$ cat config.mk
export PLATFORM = sky130hd
export DESIGN_NAME = rirq_top
export DESIGN_NICKNAME = d
export VERILOG_FILES = /design/src/inc/rirq_pkg.sv /design/src/rtl/rirq_top.sv
export SDC_FILE = /design/constraint.sdc
export NUM_CORES = 1
export LEC_CHECK = 0
export ABC_CLOCK_PERIOD_IN_PS = 2600
export BUFFER_PORTS_ARGS = -buffer_cell sky130_fd_sc_hd__buf_4
export CAP_MARGIN = 20
export CORE_ASPECT_RATIO = 1.75
export CORE_MARGIN = 4
export CORE_UTILIZATION = 35
export CTS_BUF_LIST = sky130_fd_sc_hd__clkbuf_16
export DETAILED_ROUTE_END_ITERATION = 8
export SLEW_MARGIN = 30
export SYNTH_ARGS = -nofsm -noshare
export SYNTH_HDL_FRONTEND = slang
export SYNTH_SLANG_ARGS = --single-unit
$ cat constraint.sdc
create_clock -name pclk -period 2.6 [get_ports pclk]
set_clock_uncertainty 0.1 [all_clocks]
set_input_delay 0.65 -clock pclk [delete_from_list [all_inputs] [get_ports pclk]]
set_output_delay 0.65 -clock pclk [all_outputs]
set_load 0.05 [all_outputs]
$ cat src/inc/rirq_pkg.sv
// How it works
// irq polarity and driver type programmable
// tx, rx, system sets enabled, one pin
// tx mode mutes rx, rx mode mutes tx
// mode muting leaves enable bits untouched
// status records events regardless of enable
// host reads status to find the cause
// clock out 12, 6, 3, 1.5 or 0.75 MHz
// clock out on after reset, can stop
// manual gain follows the amplifier bit
// damping bit adds further attenuation
// host should prefer manual gain, amp on
// level reading stored as 5 bits
// level sampled on packet start
// level read retriggers, 12 us spacing
// serial clock from master, one data line
// master floats data line unless sending
// master flips line direction via bit 7
// master selects slave before any transfer
// muxed irq on data line only deselected
// master floats data line while deselected
// header: direction, stepping, 6-bit address
// stepping advances address per data byte
// irq when enabled unmuted status is set
// serial access needs no radio oscillator
package rirq_pkg;
   // ************************************************
   // register indices, byte address is four times
   // ************************************************
   localparam logic [5:0] A_IRQ_CFG = 6'h01;
   localparam logic [5:0] A_TX_EN   = 6'h02;
   localparam logic [5:0] A_TX_ST   = 6'h03;
   localparam logic [5:0] A_RX_EN   = 6'h04;
   localparam logic [5:0] A_RX_ST   = 6'h05;
   localparam logic [5:0] A_SYS_EN  = 6'h06;
   localparam logic [5:0] A_SYS_ST  = 6'h07;
   localparam logic [5:0] A_RX_CFG  = 6'h08;
   localparam logic [5:0] A_LEVEL   = 6'h09;
   localparam logic [5:0] A_CLK_CFG = 6'h0A;
   localparam logic [5:0] A_LINK    = 6'h3D;
   // ************************************************
   // field positions and reset values
   // ************************************************
   localparam int B_POL = 0;
   localparam int B_OD = 1;
   localparam int B_AGC = 0;
   localparam int B_LNA = 1;
   localparam int B_DAMP = 2;
   localparam int B_MEAS = 3;
   localparam int B_CLK_OFF = 3;
   localparam int B_TURN = 7;
   localparam int B_IRQMUX = 6;
   localparam int H_DIR = 7;
   localparam int H_INC = 6;
   localparam logic [2:0] CLK_SEL_MAX = 3'h4;
   localparam logic [7:0] IRQ_CFG_RST = 8'h00;
   localparam logic [7:0] RX_CFG_RST = 8'h02;
   localparam logic [7:0] CLK_CFG_RST = 8'h00;
   localparam logic [7:0] LINK_RST = 8'h00;
   // ************************************************
   // timing
   // ************************************************
   localparam int CLK_NS = 4;
   localparam int MEAS_GAP_NS = 12000;
   localparam logic [11:0] MEAS_GAP_CYC =
      12'((MEAS_GAP_NS + CLK_NS - 1) / CLK_NS);
   // ************************************************
   // types
   // ************************************************
   typedef enum logic [1:0] {
      M_IDLE, M_TX, M_RX
   } rirq_mode_e;
   typedef enum logic [1:0] {
      S_IDLE, S_HEAD, S_DATA
   } rirq_spi_e;
   typedef struct packed {
      logic [7:0] tx;
      logic [7:0] rx;
      logic [7:0] sys;
   } rirq_evt_s;
endpackage

$ cat src/rtl/rirq_top.sv
`timescale 1ns/1ns
module rirq_top (
   // clock, reset, freeze
   input  wire logic             pclk,
   input  wire logic             presetn,
   input  wire logic             ce,
   // apb slave
   input  wire logic             psel,
   input  wire logic             penable,
   input  wire logic             pwrite,
   input  wire logic [7:0]       paddr,
   input  wire logic [31:0]      pwdata,
   output logic                  pready,
   output logic [31:0]           prdata,
   output logic                  pslverr,
   // radio core side
   input  wire rirq_pkg::rirq_mode_e radio_mode,
   input  wire rirq_pkg::rirq_evt_s  evt,
   input  wire logic             sop_detect,
   input  wire logic [4:0]       level_in,
   input  wire logic             agc_lna,
   input  wire logic             xtal_ref,
   output logic                  agc_on,
   output logic                  gain_lna,
   output logic                  gain_damp,
   output logic                  clk_out,
   // interrupt pin
   output logic                  irq_out,
   output logic                  irq_oe,
   // serial link
   input  wire logic             spi_sck,
   input  wire logic             spi_ss_n,
   input  wire logic             mosi_in,
   output logic                  mosi_out,
   output logic                  mosi_oe
);
   // ************************************************
   // state
   // ************************************************
   logic [7:0]          irq_cfg_q, rx_cfg_q, clk_cfg_q, link_q;
   logic [7:0]          tx_en_q, rx_en_q, sys_en_q;
   logic [7:0]          tx_st_q, rx_st_q, sys_st_q;
   logic [4:0]          level_q;
   logic [11:0]         gap_q;
   logic                meas_req_q;
   logic [3:0]          div_q;
   logic                xtal_q;
   logic                sck_q;
   rirq_pkg::rirq_spi_e sp_q;
   logic [2:0]          bit_q;
   logic [7:0]          rx_sh_q, tx_sh_q;
   logic [5:0]          sp_addr_q;
   logic                sp_dir_q, sp_inc_q;
   logic                spw_q;
   logic [5:0]          spw_a_q;
   logic [7:0]          spw_d_q;
   logic                apb_fire, apb_wr, apb_rd;
   logic                wr_en;
   logic [5:0]          wr_a;
   logic [7:0]          wr_d;
   logic                rise, fall, byte_done;
   logic [7:0]          byte_in;
   logic [5:0]          nxt_a;
   logic                lvl_rd, sop_trig, cap;
   logic [7:0]          tx_on, rx_on;
   logic                irq_act;

   // ************************************************
   // register read and decode helpers
   // ************************************************
   function automatic logic [7:0] reg_rd(input logic [5:0] a);
      logic [7:0] r;
      r = 8'h00;
      unique case (a)
         rirq_pkg::A_IRQ_CFG: r = irq_cfg_q;
         rirq_pkg::A_TX_EN:   r = tx_en_q;
         rirq_pkg::A_TX_ST:   r = tx_st_q;
         rirq_pkg::A_RX_EN:   r = rx_en_q;
         rirq_pkg::A_RX_ST:   r = rx_st_q;
         rirq_pkg::A_SYS_EN:  r = sys_en_q;
         rirq_pkg::A_SYS_ST:  r = sys_st_q;
         rirq_pkg::A_RX_CFG:  r = rx_cfg_q;
         rirq_pkg::A_LEVEL:   r = {3'h0, level_q};
         rirq_pkg::A_CLK_CFG: r = clk_cfg_q;
         rirq_pkg::A_LINK:    r = link_q;
         default:             r = 8'h00;
      endcase
      return r;
   endfunction

   function automatic logic mapped(input logic [5:0] a);
      return (a >= rirq_pkg::A_IRQ_CFG && a <= rirq_pkg::A_CLK_CFG)
         || a == rirq_pkg::A_LINK;
   endfunction

   // ************************************************
   // apb slave
   // ************************************************
   // one wait state: ready rises in the second access cycle
   assign apb_fire = psel & penable & pready;
   assign apb_wr = apb_fire & pwrite & ~pslverr;
   assign apb_rd = apb_fire & ~pwrite;

   always_ff @(posedge pclk or negedge presetn) begin
      if (!presetn) begin
         pready  <= 1'b0;
         prdata  <= 32'h0000_0000;
         pslverr <= 1'b0;
      end else if (ce) begin
         pready  <= psel & penable & ~pready;
         pslverr <= psel & penable & ~pready
            & (paddr[1:0] != 2'h0 | ~mapped(paddr[7:2]));
         if (psel & penable & ~pready)
            prdata <= {24'h00_0000, reg_rd(paddr[7:2])};
      end
   end

   // apb wins a collision; a serial write waits one cycle
   assign wr_en = apb_wr | spw_q;
   assign wr_a = apb_wr ? paddr[7:2] : spw_a_q;
   assign wr_d = apb_wr ? pwdata[7:0] : spw_d_q;

   // ************************************************
   // configuration and enable registers
   // ************************************************
   // enables change only by writes, never by the mode
   always_ff @(posedge pclk or negedge presetn) begin
      if (!presetn) begin
         irq_cfg_q <= rirq_pkg::IRQ_CFG_RST;
         rx_cfg_q  <= rirq_pkg::RX_CFG_RST;
         clk_cfg_q <= rirq_pkg::CLK_CFG_RST;
         link_q    <= rirq_pkg::LINK_RST;
         tx_en_q   <= 8'h00;
         rx_en_q   <= 8'h00;
         sys_en_q  <= 8'h00;
      end else if (ce && wr_en) begin
         unique case (wr_a)
            rirq_pkg::A_IRQ_CFG: irq_cfg_q <= wr_d;
            rirq_pkg::A_TX_EN:   tx_en_q <= wr_d;
            rirq_pkg::A_RX_EN:   rx_en_q <= wr_d;
            rirq_pkg::A_SYS_EN:  sys_en_q <= wr_d;
            rirq_pkg::A_RX_CFG:  rx_cfg_q <= wr_d;
            rirq_pkg::A_CLK_CFG: clk_cfg_q <= wr_d;
            rirq_pkg::A_LINK:    link_q <= wr_d;
            default: ;
         endcase
      end
   end

   // ************************************************
   // status: sticky, write one to clear, set wins
   // ************************************************
   always_ff @(posedge pclk or negedge presetn) begin
      if (!presetn) begin
         tx_st_q  <= 8'h00;
         rx_st_q  <= 8'h00;
         sys_st_q <= 8'h00;
      end else if (ce) begin
         tx_st_q <= (tx_st_q & ~((wr_en && wr_a == rirq_pkg::A_TX_ST)
            ? wr_d : 8'h00)) | evt.tx;
         rx_st_q <= (rx_st_q & ~((wr_en && wr_a == rirq_pkg::A_RX_ST)
            ? wr_d : 8'h00)) | evt.rx;
         sys_st_q <= (sys_st_q & ~((wr_en && wr_a == rirq_pkg::A_SYS_ST)
            ? wr_d : 8'h00)) | evt.sys;
      end
   end

   chk_status_set: assert property (@(posedge pclk) disable iff (!presetn)
      ce && evt.tx != 8'h00 |=> (tx_st_q & $past(evt.tx)) == $past(evt.tx))
      else $error("tx event not recorded in status");

   // ************************************************
   // interrupt request
   // ************************************************
   // muting acts on the gates only, so enables survive
   assign tx_on = radio_mode == rirq_pkg::M_RX ? 8'h00 : tx_en_q;
   assign rx_on = radio_mode == rirq_pkg::M_TX ? 8'h00 : rx_en_q;
   assign irq_act = |(tx_st_q & tx_on) | |(rx_st_q & rx_on)
      | |(sys_st_q & sys_en_q);

   always_ff @(posedge pclk or negedge presetn) begin
      if (!presetn) begin
         irq_out <= 1'b1;
         irq_oe  <= 1'b1;
      end else if (ce) begin
         irq_out <= irq_act ~^ irq_cfg_q[rirq_pkg::B_POL];
         // open drain drives only the low level
         irq_oe <= ~irq_cfg_q[rirq_pkg::B_OD]
            | ~(irq_act ~^ irq_cfg_q[rirq_pkg::B_POL]);
      end
   end

   chk_irq_level: assert property (@(posedge pclk) disable iff (!presetn)
      ce |=> irq_out == ($past(irq_act) ~^ $past(irq_cfg_q[0])))
      else $error("irq level does not follow status and polarity");

   chk_rx_muted: assert property (@(posedge pclk) disable iff (!presetn)
      ce && radio_mode == rirq_pkg::M_TX && (tx_st_q & tx_en_q) == 8'h00
      && (sys_st_q & sys_en_q) == 8'h00 |=> irq_out == ~$past(irq_cfg_q[0]))
      else $error("rx source raised irq in transmit mode");

   chk_en_kept: assert property (@(posedge pclk) disable iff (!presetn)
      radio_mode != $past(radio_mode) && !wr_en |=> $stable(rx_en_q)
      && $stable(tx_en_q))
      else $error("enable changed on mode switch");

   // ************************************************
   // gain control
   // ************************************************
   always_ff @(posedge pclk or negedge presetn) begin
      if (!presetn) begin
         agc_on    <= 1'b0;
         gain_lna  <= 1'b1;
         gain_damp <= 1'b0;
      end else if (ce) begin
         agc_on   <= rx_cfg_q[rirq_pkg::B_AGC];
         gain_lna <= rx_cfg_q[rirq_pkg::B_AGC] ? agc_lna
            : rx_cfg_q[rirq_pkg::B_LNA];
         gain_damp <= rx_cfg_q[rirq_pkg::B_DAMP];
      end
   end

   chk_gain_manual: assert property (@(posedge pclk) disable iff (!presetn)
      ce && !rx_cfg_q[0] |=> gain_lna == $past(rx_cfg_q[1]))
      else $error("manual gain ignores amplifier bit");

   // ************************************************
   // level measurement
   // ************************************************
   // reads of the level register from either port retrigger
   assign lvl_rd = (apb_rd && paddr[7:2] == rirq_pkg::A_LEVEL)
      || (rise && byte_done && sp_q != rirq_pkg::S_IDLE
          && !(sp_q == rirq_pkg::S_HEAD ? byte_in[rirq_pkg::H_DIR]
               : sp_dir_q)
          && nxt_a == rirq_pkg::A_LEVEL);
   assign sop_trig = sop_detect && radio_mode == rirq_pkg::M_RX;
   assign cap = meas_req_q && gap_q == 12'h000
      && rx_cfg_q[rirq_pkg::B_MEAS];

   always_ff @(posedge pclk or negedge presetn) begin
      if (!presetn) begin
         meas_req_q <= 1'b0;
         gap_q      <= 12'h000;
         level_q    <= 5'h00;
      end else if (ce) begin
         meas_req_q <= (meas_req_q & ~cap)
            | (rx_cfg_q[rirq_pkg::B_MEAS] & (sop_trig | lvl_rd));
         if (cap) begin
            level_q <= level_in;
            gap_q   <= rirq_pkg::MEAS_GAP_CYC - 12'h001;
         end else if (gap_q != 12'h000) begin
            gap_q <= gap_q - 12'h001;
         end
      end
   end

   chk_meas_gap: assert property (@(posedge pclk) disable iff (!presetn)
      ce && cap |=> gap_q == rirq_pkg::MEAS_GAP_CYC - 12'h001 ##1 !cap [*8])
      else $error("level samples spaced too closely");

   // ************************************************
   // clock output divider
   // ************************************************
   // the 12 MHz reference is sampled, so pclk must be fast
   always_ff @(posedge pclk or negedge presetn) begin
      if (!presetn) begin
         xtal_q  <= 1'b0;
         div_q   <= 4'h0;
         clk_out <= 1'b0;
      end else if (ce) begin
         xtal_q <= xtal_ref;
         if (xtal_ref && !xtal_q)
            div_q <= div_q + 4'h1;
         if (clk_cfg_q[rirq_pkg::B_CLK_OFF])
            clk_out <= 1'b0;
         else if (clk_cfg_q[2:0] == 3'h0)
            clk_out <= xtal_ref;
         else if (clk_cfg_q[2:0] <= rirq_pkg::CLK_SEL_MAX)
            clk_out <= div_q[2'(clk_cfg_q[2:0] - 3'h1)];
         else
            clk_out <= div_q[3];
      end
   end

   chk_clk_off: assert property (@(posedge pclk) disable iff (!presetn)
      ce && clk_cfg_q[3] |=> !clk_out)
      else $error("clock output running while disabled");

   // ************************************************
   // serial link slave, mode 0, msb first
   // ************************************************
   // runs on the bus clock only, never the radio oscillator
   assign rise = spi_sck && !sck_q && !spi_ss_n;
   assign fall = !spi_sck && sck_q && !spi_ss_n;
   assign byte_done = bit_q == 3'h7;
   assign byte_in = {rx_sh_q[6:0], mosi_in};
   assign nxt_a = sp_q == rirq_pkg::S_HEAD ? byte_in[5:0]
      : (sp_inc_q ? sp_addr_q + 6'h01 : sp_addr_q);

   always_ff @(posedge pclk or negedge presetn) begin
      if (!presetn) begin
         sck_q     <= 1'b0;
         sp_q      <= rirq_pkg::S_IDLE;
         bit_q     <= 3'h0;
         rx_sh_q   <= 8'h00;
         tx_sh_q   <= 8'h00;
         sp_addr_q <= 6'h00;
         sp_dir_q  <= 1'b0;
         sp_inc_q  <= 1'b0;
      end else if (ce) begin
         sck_q <= spi_sck;
         if (spi_ss_n) begin
            sp_q  <= rirq_pkg::S_IDLE;
            bit_q <= 3'h0;
         end else if (rise) begin
            rx_sh_q <= byte_in;
            bit_q   <= bit_q + 3'h1;
            if (sp_q == rirq_pkg::S_IDLE)
               sp_q <= rirq_pkg::S_HEAD;
            if (byte_done) begin
               unique case (sp_q)
                  rirq_pkg::S_IDLE, rirq_pkg::S_HEAD: begin
                     sp_dir_q <= byte_in[rirq_pkg::H_DIR];
                     sp_inc_q <= byte_in[rirq_pkg::H_INC];
                     sp_addr_q <= byte_in[5:0];
                     sp_q <= rirq_pkg::S_DATA;
                  end
                  rirq_pkg::S_DATA: sp_addr_q <= nxt_a;
               endcase
               tx_sh_q <= reg_rd(nxt_a);
            end
         end else if (fall && bit_q != 3'h0) begin
            // no shift right after a load, msb must survive
            tx_sh_q <= {tx_sh_q[6:0], 1'b0};
         end
      end
   end

   // a finished write byte is held until the apb path is free
   always_ff @(posedge pclk or negedge presetn) begin
      if (!presetn) begin
         spw_q   <= 1'b0;
         spw_a_q <= 6'h00;
         spw_d_q <= 8'h00;
      end else if (ce) begin
         if (rise && byte_done && sp_q == rirq_pkg::S_DATA && sp_dir_q)
         begin
            spw_q   <= 1'b1;
            spw_a_q <= sp_addr_q;
            spw_d_q <= byte_in;
         end else if (!apb_wr) begin
            spw_q <= 1'b0;
         end
      end
   end

   // ************************************************
   // shared data line, turnaround and irq multiplex
   // ************************************************
   always_ff @(posedge pclk or negedge presetn) begin
      if (!presetn) begin
         mosi_out <= 1'b0;
         mosi_oe  <= 1'b0;
      end else if (ce) begin
         if (!spi_ss_n) begin
            mosi_out <= tx_sh_q[7];
            mosi_oe  <= link_q[rirq_pkg::B_TURN];
         end else if (link_q[rirq_pkg::B_IRQMUX]) begin
            mosi_out <= irq_act ~^ irq_cfg_q[rirq_pkg::B_POL];
            mosi_oe  <= ~irq_cfg_q[rirq_pkg::B_OD]
               | ~(irq_act ~^ irq_cfg_q[rirq_pkg::B_POL]);
         end else begin
            mosi_out <= 1'b0;
            mosi_oe  <= 1'b0;
         end
      end
   end

   chk_mux_selected: assert property (@(posedge pclk) disable iff (!presetn)
      ce && !spi_ss_n |=> mosi_oe == $past(link_q[7]))
      else $error("irq driven on data line while selected");

   chk_mux_off: assert property (@(posedge pclk) disable iff (!presetn)
      ce && spi_ss_n && !link_q[6] |=> !mosi_oe)
      else $error("data line driven while deselected, mux off");

endmodule // rirq_top
==> summary.md <==
| Metric | Value |
|---|---|
| GRT Residual Overflow | `0` |
| Register area | `0.004136 mm^2` |
| Yosys top cell area share | `0.4301` |
| Worst setup EP type | `register` |
| Synth unique cells | `85` |
| Worst-Skew Late Latency | `about 0.46 ns` |
| Final Max Tran Viols | `0` |
| Nets | `1,264` |
| Max Root-Sink Buffers | `2` |
| Relative slew slack | `0.5951` |
| Flop pwr share | `0.420` |
| Max Freq | `~380 MHz` |
| Final worst slack | `-0.06093 ns` |
| Sw frac | `0.3186` |
| Post-synth EDFFs | `0` |
| Area growth syn-to-layout | `32.70%` |
| Synth top area cells | `dfrtp_1, mux2_2, nand2_1, mux2i_1, o21ai_0` |
| Tcrit/Tclk final | `1.023` |
| Final setup viols | `1` |
| LEAKAGE | `5.535 nW` |
| Min-Delay Path Class | `input port to async pin` |
| Worst-Margin Slew | `around 0.61 ns` |
| Worst-path clk slew | `~0.070 ns` |
| Worst-path fanout max | `6` |
| Yosys warning count | `0` |
| Antenna diode count | `0` |
| Die X | `between 100 and 150 um` |
| Synth cell count leaders | `dfrtp_1, nand2_1, mux2_2` |
| DR WL/cell | `23.54 um` |
| Core ar. | `0.02649 mm^2` |
| Combinational power share | `0.223` |
| Fraction of layout cells with a size suffix above 1 | `0.3777` |
| RePlAce Congestion | `slightly below 1` |
| Power Dens Cells | `between 500 and 600 mW/mm^2` |
| Yosys top cell by area | `dfrtp_1` |
| DIE AREA | `0.02955 mm^2` |
| Post-synthesis cell count | `945` |
| CTS root buffer | `clkbuf_16` |
| Initial antenna violation count | `0` |
| Minimum clock period | `2.661 ns` |
| Critical Setup Path Class | `register to register` |
| Final Hold Viols | `0` |
| Largest net degree at the start of global routing | `55` |
| Detailed Place HPWL | `27.90 mm` |
| Layout Utilization | `0.4693` |
| Detailed-route via count | `about 8,600` |
| TritonCTS Buffers | `17` |
| Failing checks | `negative setup slack` |
| Clk sinks | `around 170` |
| H-tree depth | `4` |
| Starting Density | `0.3536` |
| Multi-input gate area in the final layout | `0.005274 mm^2` |
| Vias/cell | `between 5 and 6` |
| Non-Filler Instances | `1,510` |
| Crit path required time | `2.87 ns` |
| Max Cap Viol | `0` |
| Io pins | `125` |
| Status | `complete, but fails checks` |
| Die Y | `about 220 um` |
| Final ANT Viol Nets | `0` |
| Post-synthesis register bit count | `165` |
| Filler Cell Count | `2,512` |
| Unrepaired setup endpoints after global routing | `yes` |
| DRT Pass-1 Iters | `5` |
| Main synth FF type | `dfrtp_1` |
| Core Rows | `just under 80` |
| Internal | `4.579 mW` |
| Clock share of power | `0.357` |
| Initial drt markers | `620` |
| Total track usage | `0.2383` |
| Data arrival, critical path | `approximately 3 ns` |
| Cell area after synthesis | `around 0.0094 mm^2` |
| WL final | `35.54 mm` |
| CTS tree | `yes` |
| Most instantiated library cell after synthesis | `dfrtp_1` |
| NetSw | `2.141 mW` |
| VDD IR-drop max | `0.0004709 V` |
| Mean Syn Cell Area | `9.913 um^2` |
| Startpoint Class | `register` |
| Vias in the first global route | `slightly below 9,000` |
| Sequential element share of the synthesized area | `0.4413` |
| IO Port Bufs | `76` |
| Post-synth ARST share | `1.000` |
| Hold_buf cts | `0` |
| First-pass GRT wire length | `52.85 mm` |
| Placed Instances | `~1,500` |
| DRC | `0` |
-- power groups by stage --
| stage | sequential (mW) | clock, mW | combinational [mW] |
|---|---|---|---|
| floorplan | 2.98 | 0 | 0.626 |
| global placement | 2.87 | 0 | 1.36 |
| detailed placement | 2.87 | 0 | 1.37 |
| CTS | 2.82 | 2.44 | 1.44 |
| global route | 2.84 | 2.55 | 1.58 |
| finish | 2.82 | 2.40 | 1.50 |
-- kinds of logic (layout without fill, tap and decap cells) --
group | Yosys count | count (layout) | share of synthesized area
buffers and inverters | 82 | 300 | 0.04621
xor gates and xnor gates | 16 | 16 | 0.01496
and+or+nand+nor | 304 | 304 | 0.1627
DFF | 165 | 165 | 0.4413
muxes | 118 | 118 | 0.1479
other | 1 | 24 | 0.0004003
AOI/OAI and AO/OA | 251 | 251 | 0.1759
adders and majority gates | 8 | 8 | 0.01069
-- cell usage in the layout (no fill, tap or decap), types with 8 or more instances in the layout --
cell and n:
nor3_1 8, buf_6 9, buf_4 235, a22oi_1 34
nand4_1 9, nand2b_1 8, nand3_1 11, mux2_2 76
xnor2_1 9, mux2i_1 27, dfrtp_1 159, a21oi_1 57
o21ai_0 60, clkbuf_16 17, inv_1 18, nand2_1 135
conb_1 24, nor2_1 56, nor2b_1 8, a31oi_1 15
-- routing by layer --
metal,wire length [um],global-route usage,share of wire
met4,2631,0.1685,0.074
met5,0,0,0
met1,12900,0.2475,0.36
met3,1419,0.03760,0.040
met2,18590,0.4359,0.52
-- critical path, stage by stage (launching register included) --
cell	delay, ns
dfrtp_1	0.43
ha_4	0.20
and3b_2	0.23
o31a_1	0.40
a211oi_4	0.20
buf_6	0.17
buf_4	0.12
nand2_1	0.04
a21oi_1	0.27
a211oi_2	0.10
buf_4	0.16
a22oi_1	0.13
-- stage by stage --
step           cell area (um^2)  worst slack, ns  hold WS (ns)  total power, mW  setup TNS, ns
2_1_floorplan              9470         -0.06842        0.2544            3.604         -1.359
3_3_place_gp              11430          -0.4808        0.3700            4.225         -9.869
3_5_place_dp              11430          -0.4838        0.3757            4.239         -10.29
4_1_cts                   12230         -0.05102       0.08655            6.705       -0.08090
5_1_grt                   12430          -0.1430       0.09397            6.975        -0.3391
6_report                  12430         -0.06093       0.05994            6.721       -0.06093
-- cell type report --
class / count / share of cell area
clock inverters: 15 / 0.009663
multi-input cells: 721 / 0.4243
inverters: 17 / 0.005133
repair buffers: 251 / 0.1613
flip-flops and latches: 165 / 0.3328
well taps: 324 / 0.03261
clock buffers: 17 / 0.03422
-- flip-flops by register name (all words and copies together) (netlist names), 5 cells and up --
name and cells:
prdata 8, clk_cfg_q 8, rx_cfg_q 8, level_q 5, sp_addr_q 6, sys_st_q 8
tx_sh_q 8, rx_sh_q 7, spw_d_q 8, tx_en_q 8, tx_st_q 8, gap_q 12
link_q 8, rx_en_q 8, sys_en_q 8, spw_a_q 6, rx_st_q 8, irq_cfg_q 8
-- timing repair --
item / in CTS / in global routing
endpoints found under the setup margin: 9 / 8
buffers inserted: 5 / 7
pin swaps: 9 / 13
resized for setup: 53 / 30
hold endpoints to repair: 0 / 0
-- final timing paths --
path / from / end / slack, ns / cells after the start
worst max-delay path: sp_addr_q[0] / tx_sh_q[4] / -0.06 / 11
worst min-delay path: presetn / tx_sh_q[7] / 0.06 / 1
worst max register to register: sp_addr_q[0] / tx_sh_q[4] / -0.06 / 11
worst min register to register: gap_q[11] / gap_q[11] / 0.38 / 1
max in group asynchronous: presetn / rx_cfg_q[1] / 1.61 / 2
min in group pclk: evt[5] / sys_st_q[5] / 0.28 / 3
Note: power is estimated with default switching activity, not from simulation.
